## src/rtl/afe_pkg.sv

```systemverilog
// Purpose: Shared constants for the converter control port and its master.
// Assumes: One 200 MHz clock drives both ends.
// Notes: Byte indices form a flat map of ten defined bytes.
package afe_pkg;

	// Control byte layout: device address, register index, direction.
	localparam int CTRL_DEV_HI = 7;
	localparam int CTRL_DEV_LO = 6;
	localparam int CTRL_IDX_HI = 5;
	localparam int CTRL_IDX_LO = 1;
	localparam int CTRL_RW_BIT = 0;

	// Byte indices of the register map.
	localparam logic [4:0] IDX_CH0_HI = 5'h00;
	localparam logic [4:0] IDX_CH0_LO = 5'h02;
	localparam logic [4:0] IDX_CH1_HI = 5'h03;
	localparam logic [4:0] IDX_CH1_LO = 5'h05;
	localparam logic [4:0] IDX_CFG1_HI = 5'h06;
	localparam logic [4:0] IDX_CFG1_LO = 5'h07;
	localparam logic [4:0] IDX_CFG2_HI = 5'h08;
	localparam logic [4:0] IDX_CFG2_LO = 5'h09;

	// First configuration register fields and reset value.
	localparam int CFG1_PRESCALE_LO = 14;
	localparam int CFG1_WIDTH0_BIT = 8;
	localparam int CFG1_WIDTH1_BIT = 9;
	localparam int CFG1_OVERSAMP_LO = 0;
	localparam logic [15:0] CFG1_RESET = 16'h0301;
	localparam logic [15:0] CFG1_MASK = 16'hC303;

	// Second configuration register fields and reset value.
	localparam int CFG2_CHRESET_LO = 0;
	localparam int CFG2_SHUTDOWN_LO = 2;
	localparam int CFG2_GROUP_LO = 6;
	localparam logic [15:0] CFG2_RESET = 16'h0040;
	localparam logic [15:0] CFG2_MASK = 16'h00CF;

	// Read group codes.
	localparam logic [1:0] GROUP_SINGLE = 2'h0;
	localparam logic [1:0] GROUP_REGISTER = 2'h1;
	localparam logic [1:0] GROUP_TYPE = 2'h2;
	localparam logic [1:0] GROUP_ALL = 2'h3;

	// Clock chain.
	localparam int SAMPLE_DIV = 4;
	localparam int OVERSAMP_BASE = 32;

	// Serial clock half period in system clocks, and its timing.
	localparam real CLOCK_PERIOD_NS = 5.0;
	localparam real SCK_HALF_NS = 40.0;
	localparam int SCK_HALF_CYC = int'(SCK_HALF_NS / CLOCK_PERIOD_NS);

	localparam logic [1:0] DEV_ADDR_RESET = 2'h0;

endpackage

```

## src/rtl/afe_spi_if.sv

```systemverilog
// Purpose: Pin-level carrier between the converter port and its master.
// Assumes: The serial output line is pulled low while nobody drives it.
// Notes: The shared data line level is resolved here from the enable.
`timescale 1ns/100ps
interface afe_spi_if;
	logic csN;
	logic sck;
	logic mosi;
	logic serialOutA;
	logic serialOutAOe;
	logic misoLine;
	logic hardResetN;
	logic dataReadyN;

	assign misoLine = serialOutAOe ? serialOutA : 1'b0;

	modport device (
		input csN,
		input sck,
		input mosi,
		input hardResetN,
		output serialOutA,
		output serialOutAOe,
		output dataReadyN
	);

	modport host (
		output csN,
		output sck,
		output mosi,
		output hardResetN,
		input misoLine,
		input dataReadyN
	);
endinterface

```

## src/rtl/afe_spi_device.sv

```systemverilog
// Purpose: Converter control port with clock chain and result registers.
// Assumes: Link pins are sampled by the system clock through two flops.
// Notes: Serial clock must stay slower than an eighth of the system clock.
`timescale 1ns/100ps
module afe_spi_device
	import afe_pkg::*;
#(
	parameter logic [1:0] DEV_ADDR = DEV_ADDR_RESET
) (
	// System.
	input wire logic clock,
	input wire logic rst_b,
	// Link.
	afe_spi_if.device link,
	// Converter side.
	input wire logic [23:0] chResult0,
	input wire logic [23:0] chResult1,
	output logic analogTick,
	output logic sampleTick,
	output logic [1:0] chInReset,
	output logic [1:0] chShutdown
);

	typedef enum {PH_CTRL, PH_READ, PH_WRITE, PH_IGNORE} phase_t;

	phase_t phase_r;
	logic csS1, csS2, sckS1, sckS2, sckS3, sdiS1, sdiS2, hrS1, hrS2;
	logic sckRise, sckFall, frameOn;
	logic [2:0] bitCnt_r;
	logic [7:0] inSh_r;
	logic [7:0] inByte;
	logic [6:0] outSh_r;
	logic sdo_r;
	logic [4:0] addr_r;
	logic [15:0] cfg1_r, cfg2_r;
	logic [23:0] res0_r, res1_r;
	logic [2:0] preCnt_r;
	logic [1:0] quarterCnt_r;
	logic [7:0] overCnt_r;
	logic [7:0] preMax, overMax;
	logic rateTick, readyLow_r;

	// Two flops on every pin before logic looks at it.
	always_ff @(posedge clock or negedge rst_b) begin
		if (!rst_b) begin
			{csS1, csS2} <= 2'h3;
			{sckS1, sckS2, sckS3} <= 3'h0;
			{sdiS1, sdiS2} <= 2'h0;
			{hrS1, hrS2} <= 2'h3;
		end else begin
			csS1 <= link.csN;
			csS2 <= csS1;
			sckS1 <= link.sck;
			sckS2 <= sckS1;
			sckS3 <= sckS2;
			sdiS1 <= link.mosi;
			sdiS2 <= sdiS1;
			hrS1 <= link.hardResetN;
			hrS2 <= hrS1;
		end
	end

	assign frameOn = !csS2;
	assign sckRise = frameOn && sckS2 && !sckS3;
	assign sckFall = frameOn && !sckS2 && sckS3;
	assign inByte = {inSh_r[6:0], sdiS2};

	// Clock chain: prescaler, fixed quarter, oversampling counter.
	assign preMax = 8'((1 << cfg1_r[CFG1_PRESCALE_LO +: 2]) - 1);
	assign overMax = 8'((OVERSAMP_BASE << cfg1_r[CFG1_OVERSAMP_LO +: 2]) - 1);
	assign rateTick = sampleTick && overCnt_r == overMax;

	always_ff @(posedge clock or negedge rst_b) begin
		if (!rst_b) begin
			preCnt_r <= 3'h0;
			quarterCnt_r <= 2'h0;
			overCnt_r <= 8'h00;
			analogTick <= 1'b0;
			sampleTick <= 1'b0;
		end else if (!hrS2) begin
			preCnt_r <= 3'h0;
			quarterCnt_r <= 2'h0;
			overCnt_r <= 8'h00;
			analogTick <= 1'b0;
			sampleTick <= 1'b0;
		end else begin
			analogTick <= {5'h00, preCnt_r} >= preMax;
			preCnt_r <= ({5'h00, preCnt_r} >= preMax) ? 3'h0 : preCnt_r + 3'h1;
			sampleTick <= 1'b0;
			if (analogTick) begin
				quarterCnt_r <= quarterCnt_r + 2'h1;
				sampleTick <= quarterCnt_r == 2'(SAMPLE_DIV - 1);
			end
			if (sampleTick) begin
				overCnt_r <= (overCnt_r >= overMax) ? 8'h00 : overCnt_r + 8'h01;
			end
		end
	end

	// Results: reset clears, shutdown freezes, otherwise capture per rate.
	always_ff @(posedge clock or negedge rst_b) begin
		if (!rst_b) begin
			res0_r <= 24'h000000;
			res1_r <= 24'h000000;
		end else begin
			if (!hrS2 || chInReset[0]) begin
				res0_r <= 24'h000000;
			end else if (rateTick && !chShutdown[0]) begin
				res0_r <= chResult0;
			end
			if (!hrS2 || chInReset[1]) begin
				res1_r <= 24'h000000;
			end else if (rateTick && !chShutdown[1]) begin
				res1_r <= chResult1;
			end
		end
	end

	// Data ready: low for one sample period after each new result.
	always_ff @(posedge clock or negedge rst_b) begin
		if (!rst_b) begin
			readyLow_r <= 1'b0;
		end else if (!hrS2) begin
			readyLow_r <= 1'b0;
		end else if (rateTick && (chInReset | chShutdown) != 2'h3) begin
			readyLow_r <= 1'b1;
		end else if (sampleTick) begin
			readyLow_r <= 1'b0;
		end
	end

	assign link.dataReadyN = !readyLow_r;
	assign chInReset = cfg2_r[CFG2_CHRESET_LO +: 2];
	assign chShutdown = cfg2_r[CFG2_SHUTDOWN_LO +: 2];

	function automatic logic defined(input logic [4:0] idx);
		defined = idx <= IDX_CFG2_LO;
	endfunction

	// Byte at an index; a 16-bit result reads its low byte as zero.
	function automatic logic [7:0] readVal(input logic [4:0] idx);
		case (idx)
			5'h00: readVal = res0_r[23:16];
			5'h01: readVal = res0_r[15:8];
			5'h02: readVal = cfg1_r[CFG1_WIDTH0_BIT] ? res0_r[7:0] : 8'h00;
			5'h03: readVal = res1_r[23:16];
			5'h04: readVal = res1_r[15:8];
			5'h05: readVal = cfg1_r[CFG1_WIDTH1_BIT] ? res1_r[7:0] : 8'h00;
			5'h06: readVal = cfg1_r[15:8];
			5'h07: readVal = cfg1_r[7:0];
			5'h08: readVal = cfg2_r[15:8];
			5'h09: readVal = cfg2_r[7:0];
			default: readVal = 8'h00;
		endcase
	endfunction

	// Next index, wrapping inside the group chosen by the group field.
	function automatic logic [4:0] nextIdx(input logic [4:0] idx);
		logic [4:0] lo, hi;
		lo = idx;
		hi = idx;
		case (cfg2_r[CFG2_GROUP_LO +: 2])
			GROUP_SINGLE: begin
				lo = idx;
				hi = idx;
			end
			GROUP_REGISTER: begin
				if (idx <= IDX_CH0_LO) {lo, hi} = {IDX_CH0_HI, IDX_CH0_LO};
				else if (idx <= IDX_CH1_LO) {lo, hi} = {IDX_CH1_HI, IDX_CH1_LO};
				else if (idx <= IDX_CFG1_LO) {lo, hi} = {IDX_CFG1_HI, IDX_CFG1_LO};
				else {lo, hi} = {IDX_CFG2_HI, IDX_CFG2_LO};
			end
			GROUP_TYPE: begin
				if (idx <= IDX_CH1_LO) {lo, hi} = {IDX_CH0_HI, IDX_CH1_LO};
				else {lo, hi} = {IDX_CFG1_HI, IDX_CFG2_LO};
			end
			default: {lo, hi} = {IDX_CH0_HI, IDX_CFG2_LO};
		endcase
		if (!defined(idx)) nextIdx = idx;
		else nextIdx = (idx == hi) ? lo : idx + 5'h01;
	endfunction

	// Frame sequencing: bit count and phase restart on every frame.
	always_ff @(posedge clock or negedge rst_b) begin
		if (!rst_b) begin
			phase_r <= PH_CTRL;
			bitCnt_r <= 3'h0;
			inSh_r <= 8'h00;
		end else if (!frameOn) begin
			phase_r <= PH_CTRL;
			bitCnt_r <= 3'h0;
		end else if (sckRise) begin
			inSh_r <= inByte;
			bitCnt_r <= bitCnt_r + 3'h1;
			if (bitCnt_r == 3'h7 && phase_r == PH_CTRL) begin
				if (inByte[CTRL_DEV_HI:CTRL_DEV_LO] != DEV_ADDR) begin
					phase_r <= PH_IGNORE;
				end else if (inByte[CTRL_RW_BIT]) begin
					phase_r <= PH_READ;
				end else begin
					phase_r <= PH_WRITE;
				end
			end
		end
	end

	// Address counter and register writes; hard reset wins over writes.
	always_ff @(posedge clock or negedge rst_b) begin
		if (!rst_b) begin
			addr_r <= 5'h00;
			cfg1_r <= CFG1_RESET;
			cfg2_r <= CFG2_RESET;
		end else begin
			if (sckRise && bitCnt_r == 3'h7 && phase_r == PH_CTRL) begin
				addr_r <= inByte[CTRL_IDX_HI:CTRL_IDX_LO];
			end else if (sckRise && bitCnt_r == 3'h7 && phase_r == PH_WRITE) begin
				addr_r <= nextIdx(addr_r);
			end else if (sckFall && bitCnt_r == 3'h0 && phase_r == PH_READ) begin
				addr_r <= nextIdx(addr_r);
			end
			if (!hrS2) begin
				cfg1_r <= CFG1_RESET;
				cfg2_r <= CFG2_RESET;
			end else if (sckRise && bitCnt_r == 3'h7 && phase_r == PH_WRITE) begin
				case (addr_r)
					IDX_CFG1_HI: cfg1_r[15:8] <= inByte & CFG1_MASK[15:8];
					IDX_CFG1_LO: cfg1_r[7:0] <= inByte & CFG1_MASK[7:0];
					IDX_CFG2_HI: cfg2_r[15:8] <= inByte & CFG2_MASK[15:8];
					IDX_CFG2_LO: cfg2_r[7:0] <= inByte & CFG2_MASK[7:0];
					default: cfg1_r <= cfg1_r;
				endcase
			end
		end
	end

	// Output shifter: a new byte is loaded on the first falling edge.
	always_ff @(posedge clock or negedge rst_b) begin
		if (!rst_b) begin
			sdo_r <= 1'b0;
			outSh_r <= 7'h00;
		end else if (sckFall && phase_r == PH_READ) begin
			if (bitCnt_r == 3'h0) begin
				{sdo_r, outSh_r} <= readVal(addr_r);
			end else begin
				sdo_r <= outSh_r[6];
				outSh_r <= {outSh_r[5:0], 1'b0};
			end
		end
	end

	// Driven only inside a matched read frame.
	assign link.serialOutA = sdo_r;
	assign link.serialOutAOe = frameOn && phase_r == PH_READ;

endmodule

```

## src/flat_wrapper.sv

```systemverilog
// flat-port wrapper written by rule: the top's interface ports become plain ports
module afe_spi_device_flat import afe_pkg::*;
#(
	parameter logic [1:0] DEV_ADDR = DEV_ADDR_RESET
)
  (clock, rst_b, chResult0, chResult1, analogTick, sampleTick, chInReset, chShutdown, link_csN, link_sck, link_mosi, link_hardResetN, link_serialOutA, link_serialOutAOe, link_dataReadyN);
  afe_spi_if link_i ();
  input wire logic clock;
  input wire logic rst_b;
  input wire logic [23:0] chResult0;
  input wire logic [23:0] chResult1;
  output logic analogTick;
  output logic sampleTick;
  output logic [1:0] chInReset;
  output logic [1:0] chShutdown;
  input wire logic [$bits(link_i.csN)-1:0] link_csN;
  input wire logic [$bits(link_i.sck)-1:0] link_sck;
  input wire logic [$bits(link_i.mosi)-1:0] link_mosi;
  input wire logic [$bits(link_i.hardResetN)-1:0] link_hardResetN;
  output wire logic [$bits(link_i.serialOutA)-1:0] link_serialOutA;
  output wire logic [$bits(link_i.serialOutAOe)-1:0] link_serialOutAOe;
  output wire logic [$bits(link_i.dataReadyN)-1:0] link_dataReadyN;
  assign link_i.csN = link_csN;
  assign link_i.sck = link_sck;
  assign link_i.mosi = link_mosi;
  assign link_i.hardResetN = link_hardResetN;
  assign link_serialOutA = link_i.serialOutA;
  assign link_serialOutAOe = link_i.serialOutAOe;
  assign link_dataReadyN = link_i.dataReadyN;
  afe_spi_device #(.DEV_ADDR(DEV_ADDR)) u_core (.clock(clock), .rst_b(rst_b), .link(link_i), .chResult0(chResult0), .chResult1(chResult1), .analogTick(analogTick), .sampleTick(sampleTick), .chInReset(chInReset), .chShutdown(chShutdown));
endmodule
```

## config.mk

```make
export PLATFORM = sky130hd
export DESIGN_NAME = afe_spi_device_flat
export DESIGN_NICKNAME = d
export VERILOG_FILES = /design/src/rtl/afe_pkg.sv /design/src/rtl/afe_spi_if.sv /design/src/rtl/afe_spi_device.sv /design/src/flat_wrapper.sv
export SDC_FILE = /design/constraint.sdc
export NUM_CORES = 1
export LEC_CHECK = 0
export ABC_AREA = 1
export BUFFER_PORTS_ARGS = -buffer_cell sky130_fd_sc_hd__buf_2
export CAP_MARGIN = 40
export CORE_MARGIN = 10
export CORE_UTILIZATION = 45
export CTS_CLUSTER_SIZE = 16
export DETAILED_ROUTE_END_ITERATION = 10
export SKIP_LAST_GASP = 1
export SYNTH_ARGS = -nofsm -noshare
export SYNTH_HDL_FRONTEND = slang
export SYNTH_SLANG_ARGS = --single-unit
```

## constraint.sdc

```tcl
create_clock -name clock -period 4.3 [get_ports clock]
set_input_delay 1.29 -clock clock [delete_from_list [all_inputs] [get_ports clock]]
set_output_delay 1.29 -clock clock [all_outputs]
set_load 0.01 [all_outputs]
```

## After elaboration in Yosys (flattened, before gate mapping)

Index checks and enable logic that the tools add are counted.

| storage, ports and cells | value |
|---|---|
| output and inout bits | 9 |
| word-level logic and storage cells | 173 |
| bits in registers | 160 |

| cells by class | value |
|---|---|
| reductions and logical operators | 43 |
| $lt $le $gt $ge | 6 |
| add/subtract/negate cells | 7 |
| bitwise gates (word level) | 2 |
| eq/ne operators | 27 |
| mux-type cells | 59 |
| shift operators | 2 |

Operator list:

| cell | number |
|---|---|
| 32-bit two-way mux | 4 |
| 24-bit two-way mux | 4 |
| 8-bit one-hot mux with 10 select lines | 1 |
| 8-bit two-way mux | 9 |
| 5-bit two-way mux | 14 |
| 16-bit two-way mux | 4 |
| 32-bit by 2-bit == test with 1-bit output (second input constant) | 1 |
| 32-bit by 3-bit == test with 1-bit output (second input constant) | 1 |
| 32-bit zero test | 1 |
| 5-bit one-hot mux with 3 select lines | 2 |
| 5-bit by 3-bit == test with 1-bit output (second input constant) | 4 |
| 4-bit two-way mux | 5 |
| 1-bit logical AND | 16 |
| 8-bit by 2-bit subtractor with 8-bit output (second input constant) | 2 |
| 3-bit two-way mux | 5 |
| 2-bit AND reduction | 7 |
| 2-bit inequality test (second input constant) | 6 |
| 2-bit nonzero test | 6 |
| 5-bit by 2-bit == test with 1-bit output (second input constant) | 2 |
| 5-bit by 4-bit == test with 1-bit output (second input constant) | 2 |
| 5-bit == test | 2 |
| 5-bit by 3-bit less-or-equal comparator with 1-bit output (second input constant) | 2 |
| 8-bit by 1-bit adder with 8-bit output (second input constant) | 1 |
| 8-bit == test | 1 |
| other kinds (26) | 44 |

## Logic depth before layout (Yosys ltp)

| depth | value |
|---|---|
| depth in word-level cells | 14 |
| depth in mapped cells | 18 |
| depth with buffers taken out | 18 |

## Worst setup path after synthesis

Ideal clock, no wire load.

| timing path | value |
|---|---|
| kind | register -> output |
| start point | register u_core.csS2 |
| end point | output port link_serialOutAOe |
| cell stages (with the launch flop) | 2 |
| setup slack | 2347 ps |
| required time | 3010 ps |
| buffers on the path | 0 |
| arrival time | 663 ps |
| path through | dfstp_2 > nor3_2 |

| on the way | value |
|---|---|
| cells in the longest elaborated chain, start to end | 2 |

Ends and longest elaborated chain:

| item | RTL line | text |
|---|---|---|
| start: declaration | afe_spi_device.sv:27 | `logic csS1, csS2, sckS1, sckS2, sckS3, sdiS1, sdiS2, hrS1, hrS2;` |
| start signal: assignment | afe_spi_device.sv:52 | `csS2 <= csS1;` |
| 1-bit zero test | afe_spi_device.sv:63 | `assign frameOn = !csS2;` |
| 1-bit logical AND | afe_spi_device.sv:253 | `assign link.serialOutAOe = frameOn && phase_r == PH_READ;` |
| end: declaration | flat_wrapper.sv:21 | `output wire logic [$bits(link_i.serialOutAOe)-1:0] link_serialOutAOe;` |

Every way passes these cells.

## Final worst setup path

| timing path | value |
|---|---|
| start point | register u_core.cfg1_r[0] |
| end point | register u_core.res0_r[7] |

| on the way | value |
|---|---|
| cells in the longest elaborated chain, start to end | 6 |

Ends and longest elaborated chain:

| item | RTL line | text |
|---|---|---|
| start: declaration | afe_spi_device.sv:35 | `logic [15:0] cfg1_r, cfg2_r;` |
| start signal: assignment | afe_spi_device.sv:227 | `IDX_CFG1_LO: cfg1_r[7:0] <= inByte & CFG1_MASK[7:0];` |
| start signal: assignment | afe_spi_device.sv:230 | `default: cfg1_r <= cfg1_r;` |
| 6-bit by 2-bit left shift with 8-bit output | afe_spi_device.sv:70 | `assign overMax = 8'((OVERSAMP_BASE << cfg1_r[CFG1_OVERSAMP_LO +: 2]) - 1);` |
| 8-bit by 2-bit subtractor with 8-bit output | afe_spi_device.sv:70 |  |
| 8-bit == test | afe_spi_device.sv:71 | `assign rateTick = sampleTick && overCnt_r == overMax;` |
| 1-bit logical AND | afe_spi_device.sv:71 |  |
| 1-bit logical AND | afe_spi_device.sv:108 | `end else if (rateTick && !chShutdown[0]) begin` |
| 2-bit nonzero test (no line) | n/a |  |
| end signal: assignment | afe_spi_device.sv:109 | `res0_r <= chResult0;` |
| end: declaration | afe_spi_device.sv:36 | `logic [23:0] res0_r, res1_r;` |

Every way passes these cells.
A chain may end at the register's enable or synchronous reset.

==> impl_metrics.ini <==
[floorplanning]
dieHeight_um = 133
fp.coreArea_um2 = 12600
initial_util = 0.458
num_io_pins = 63
num_rows = 41
design.die.area_um2 = 17700
die-width_um = 133

[final_layout]
area_growth_syn_to_layout_pct = 13.0
layout.core_utilization = 0.517
layoutNonFillerInstCount = 915
drive_above_1_share = 0.166
nNetsFinal = 813
nFillCells = 1201
antenna_cells_inserted = 0

[yosys]
post-synth-top-area-fraction = 0.444
synth-seq-area-share = 0.480
netlist_instances = 680
post_synth_main_area_contributors = sky130_fd_sc_hd__dfrtp_1 44%, sky130_fd_sc_hd__inv_1 9.0%, sky130_fd_sc_hd__nand2_1 6.5%
post-synth-top-area-cell = sky130_fd_sc_hd__dfrtp_1
synth_edf_count = 0
synth.most_common_cell = sky130_fd_sc_hd__inv_1
syn-mean-instance-area_um2 = 8.46
async_reset_ff_frac = 1.00
synth.cells.most_frequent = 138 x sky130_fd_sc_hd__inv_1, 102 x sky130_fd_sc_hd__dfrtp_1, 99 x sky130_fd_sc_hd__nand2_1
yosys_warnings = 0
ys_dominant_reg_cell = sky130_fd_sc_hd__dfrtp_1
yosys_register_bits = 110
synth_area_um2 = 5750
ys_types = 49
mappedNetlistNets = 755

[pwr]
clockPowerShare = 0.357
power.sequential.fraction = 0.524
power.share.switching = 0.266
worst_ir_drop_vdd_mv = 0.339
power.internal_w = 0.00159
power_w = 0.00217
leakage_power_total_nw = 3.25
powerDensity_nw_per_um2 = 334
combinationalPowerShare = 0.120
p_sw_w = 0.000578

[timing]
worst_slew_pin_slew_ns = 0.826
setup_viol = 0
fin_hold_ws_ns = 0.349
final-hold-violation-count = 0
fin_tns_setup_ns = 0
max_slew_headroom_at_the_worst_pin = 0.450
clock_skew_ns = 0.0144
grt_setup_unrepaired = no
final_min_period_over_clock_period = 0.575
slew_viol_final = 0
period_minus_slack_ns = 2.47
clock.fmax_mhz = 405

[drt]
first_pass_iters = 5
drc_errors = 0
detail_route.iter0.violations = 383
vias = 4687
viasPerCell = 5.12
antenna_violating_nets_post_route = 0
wl_mm = 14.6
drt_wl_cell_um = 15.9

[worst_hold_path]
holdCritPathClass = reg -> reg
min_delay_path_depth = 0

[clocking]
cts_setup_buffers = 0
number_of_instances_resized_during_post_cts_repair = 0
clock-root-buffer = sky130_fd_sc_hd__clkbuf_16
cts_hold_buf = 0
clock_tree_from_tritoncts = yes
clock_slew_at_reported_path_ffs_ns = 0.06
cts_buffers = 9
cts.sink_count = 110
ctsLongestPathBuffers = 2
clk_latency_worst_skew_pair_ns = 0.36
cts_max_level = 3

[grt]
grt_first_pass_wirelength_mm = 24.4
grt_antenna_before_repair = 0
overflow = 0
grt_pass1_vias = 4880
grt_start_max_net_pins = 64
grt_util_all_layers = 0.170

[setup_path]
critPathRequiredTime_ns = 4.55
critPathMaxFanout = 24
critical_path_class = reg -> reg
worst-r2r-cell-count = 8
crit_start_category = flop
endpoint_kind = flop
critPathArrivalTime_ns = 2.73

[run_status]
outcome = completed

[place]
gp_congestion = 0.937
place_inst = 899
hpwl_mm = 11.3
place.port_buffers = 62

[flow_run]
maxCapViolations = 0
[layer usage]
| metal | vias up | GRT usage | part of all wire |
|---|---|---|---|
| met2 | 126 | 0.271 | 0.47 |
| met5 | - | 0 | 0 |
| li1 | 2333 | - | - |
| met3 | 18 | 0.0473 | 0.057 |
| met4 | 0 | 0.0575 | 0.018 |
| met1 | 2210 | 0.217 | 0.46 |
[critical path: stages, from the launching register on]
cell and delay (ns):
sky130_fd_sc_hd__dfstp_2 0.57, sky130_fd_sc_hd__nand2_1 0.07, sky130_fd_sc_hd__ha_1 0.34, sky130_fd_sc_hd__nand4_1 0.11, sky130_fd_sc_hd__nor2_1 0.16, sky130_fd_sc_hd__nand2_1 0.29
sky130_fd_sc_hd__nand2_1 0.58, sky130_fd_sc_hd__nand3_1 0.14, sky130_fd_sc_hd__o21ai_0 0.12
[path summary, 6_finish.rpt]
kind | start | end | slack, ns
setup reg to reg | u_core.cfg1_r[0] | u_core.res0_r[7] | 1.83
min in group asynchronous | rst_b | u_core.res0_r[17] | 1.03
max in group asynchronous | rst_b | u_core.csS2 | 2.46
hold / removal | u_core.sdiS1 | u_core.sdiS2 | 0.35
setup / recovery | u_core.cfg1_r[0] | u_core.res0_r[7] | 1.83
hold reg to reg | u_core.sdiS1 | u_core.sdiS2 | 0.35
[power groups by stage]
stage,logic [W],clock network (W),registers (W)
after CTS,0.000264,0.000793,0.00114
after global routing,0.000299,0.000838,0.00114
after global placement,0.000253,0,0.00115
after detailed placement,0.000263,0,0.00116
after floorplan,0.000166,0,0.00114
final,0.000260,0.000774,0.00114
[sequential cells by signal, summed over array words and instances (netlist names), 2 cells and up]
| name | flops |
|---|---|
| u_core.bitCnt_r | 3 |
| u_core.phase_r | 2 |
| u_core.addr_r | 5 |
| u_core.outSh_r | 7 |
| u_core.quarterCnt_r | 2 |
| u_core.inSh_r | 7 |
| u_core.overCnt_r | 8 |
| u_core.cfg1_r | 6 |
| u_core.res1_r | 24 |
| u_core.cfg2_r | 6 |
| u_core.preCnt_r | 3 |
| u_core.res0_r | 24 |
[cell type report]
class / count / area, um2 / share of cell area
Clock inverter: 3 / 21.3 / 0.00327
Tap cell: 172 / 215 / 0.0331
Timing Repair Buffer: 66 / 363 / 0.0558
Clock buffer: 13 / 250 / 0.0385
Inverter: 141 / 546 / 0.0839
Multi-Input combinational cell: 410 / 2340 / 0.360
Sequential cell: 110 / 2760 / 0.425
[cell usage in the layout (no fill, tap or decap), types with 4 or more instances in the layout]
cell | synthesis | routed
sky130_fd_sc_hd__nand2_2 | 5 | 5
sky130_fd_sc_hd__nand3_2 | 8 | 8
sky130_fd_sc_hd__ha_1 | 21 | 21
sky130_fd_sc_hd__nand2_4 | 5 | 5
sky130_fd_sc_hd__xor2_1 | 5 | 5
sky130_fd_sc_hd__nor2_2 | 4 | 4
sky130_fd_sc_hd__dfstp_2 | 8 | 8
sky130_fd_sc_hd__clkbuf_16 | 0 | 9
sky130_fd_sc_hd__o21ai_0 | 50 | 50
sky130_fd_sc_hd__nor3_1 | 4 | 4
sky130_fd_sc_hd__o22ai_1 | 36 | 36
sky130_fd_sc_hd__buf_2 | 3 | 61
sky130_fd_sc_hd__nor2_1 | 41 | 41
sky130_fd_sc_hd__nand2_1 | 99 | 99
sky130_fd_sc_hd__o31ai_1 | 4 | 4
sky130_fd_sc_hd__dfrtp_1 | 102 | 102
sky130_fd_sc_hd__nand3_1 | 60 | 60
sky130_fd_sc_hd__a21oi_1 | 31 | 31
sky130_fd_sc_hd__inv_1 | 138 | 138
[stage by stage]
step | setup slack [ns] | instance area (um2)
3_5_place_dp | 1.84 | 6230
5_1_grt | 1.51 | 6500
4_1_cts | 1.80 | 6500
3_3_place_gp | 1.78 | 6210
6_report | 1.83 | 6500
2_1_floorplan | 2.35 | 5750
[cell families after synthesis]
| family | after synthesis | share of synthesized area |
|---|---|---|
| compound gates | 142 | 0.147 |
| fa+ha+maj | 21 | 0.0457 |
| simple gates | 239 | 0.203 |
| buf+inv | 160 | 0.112 |
| mux | 1 | 0.00174 |
| xor+xnor | 7 | 0.0107 |
| flops | 110 | 0.480 |
(Power assumes the default switching activity.)
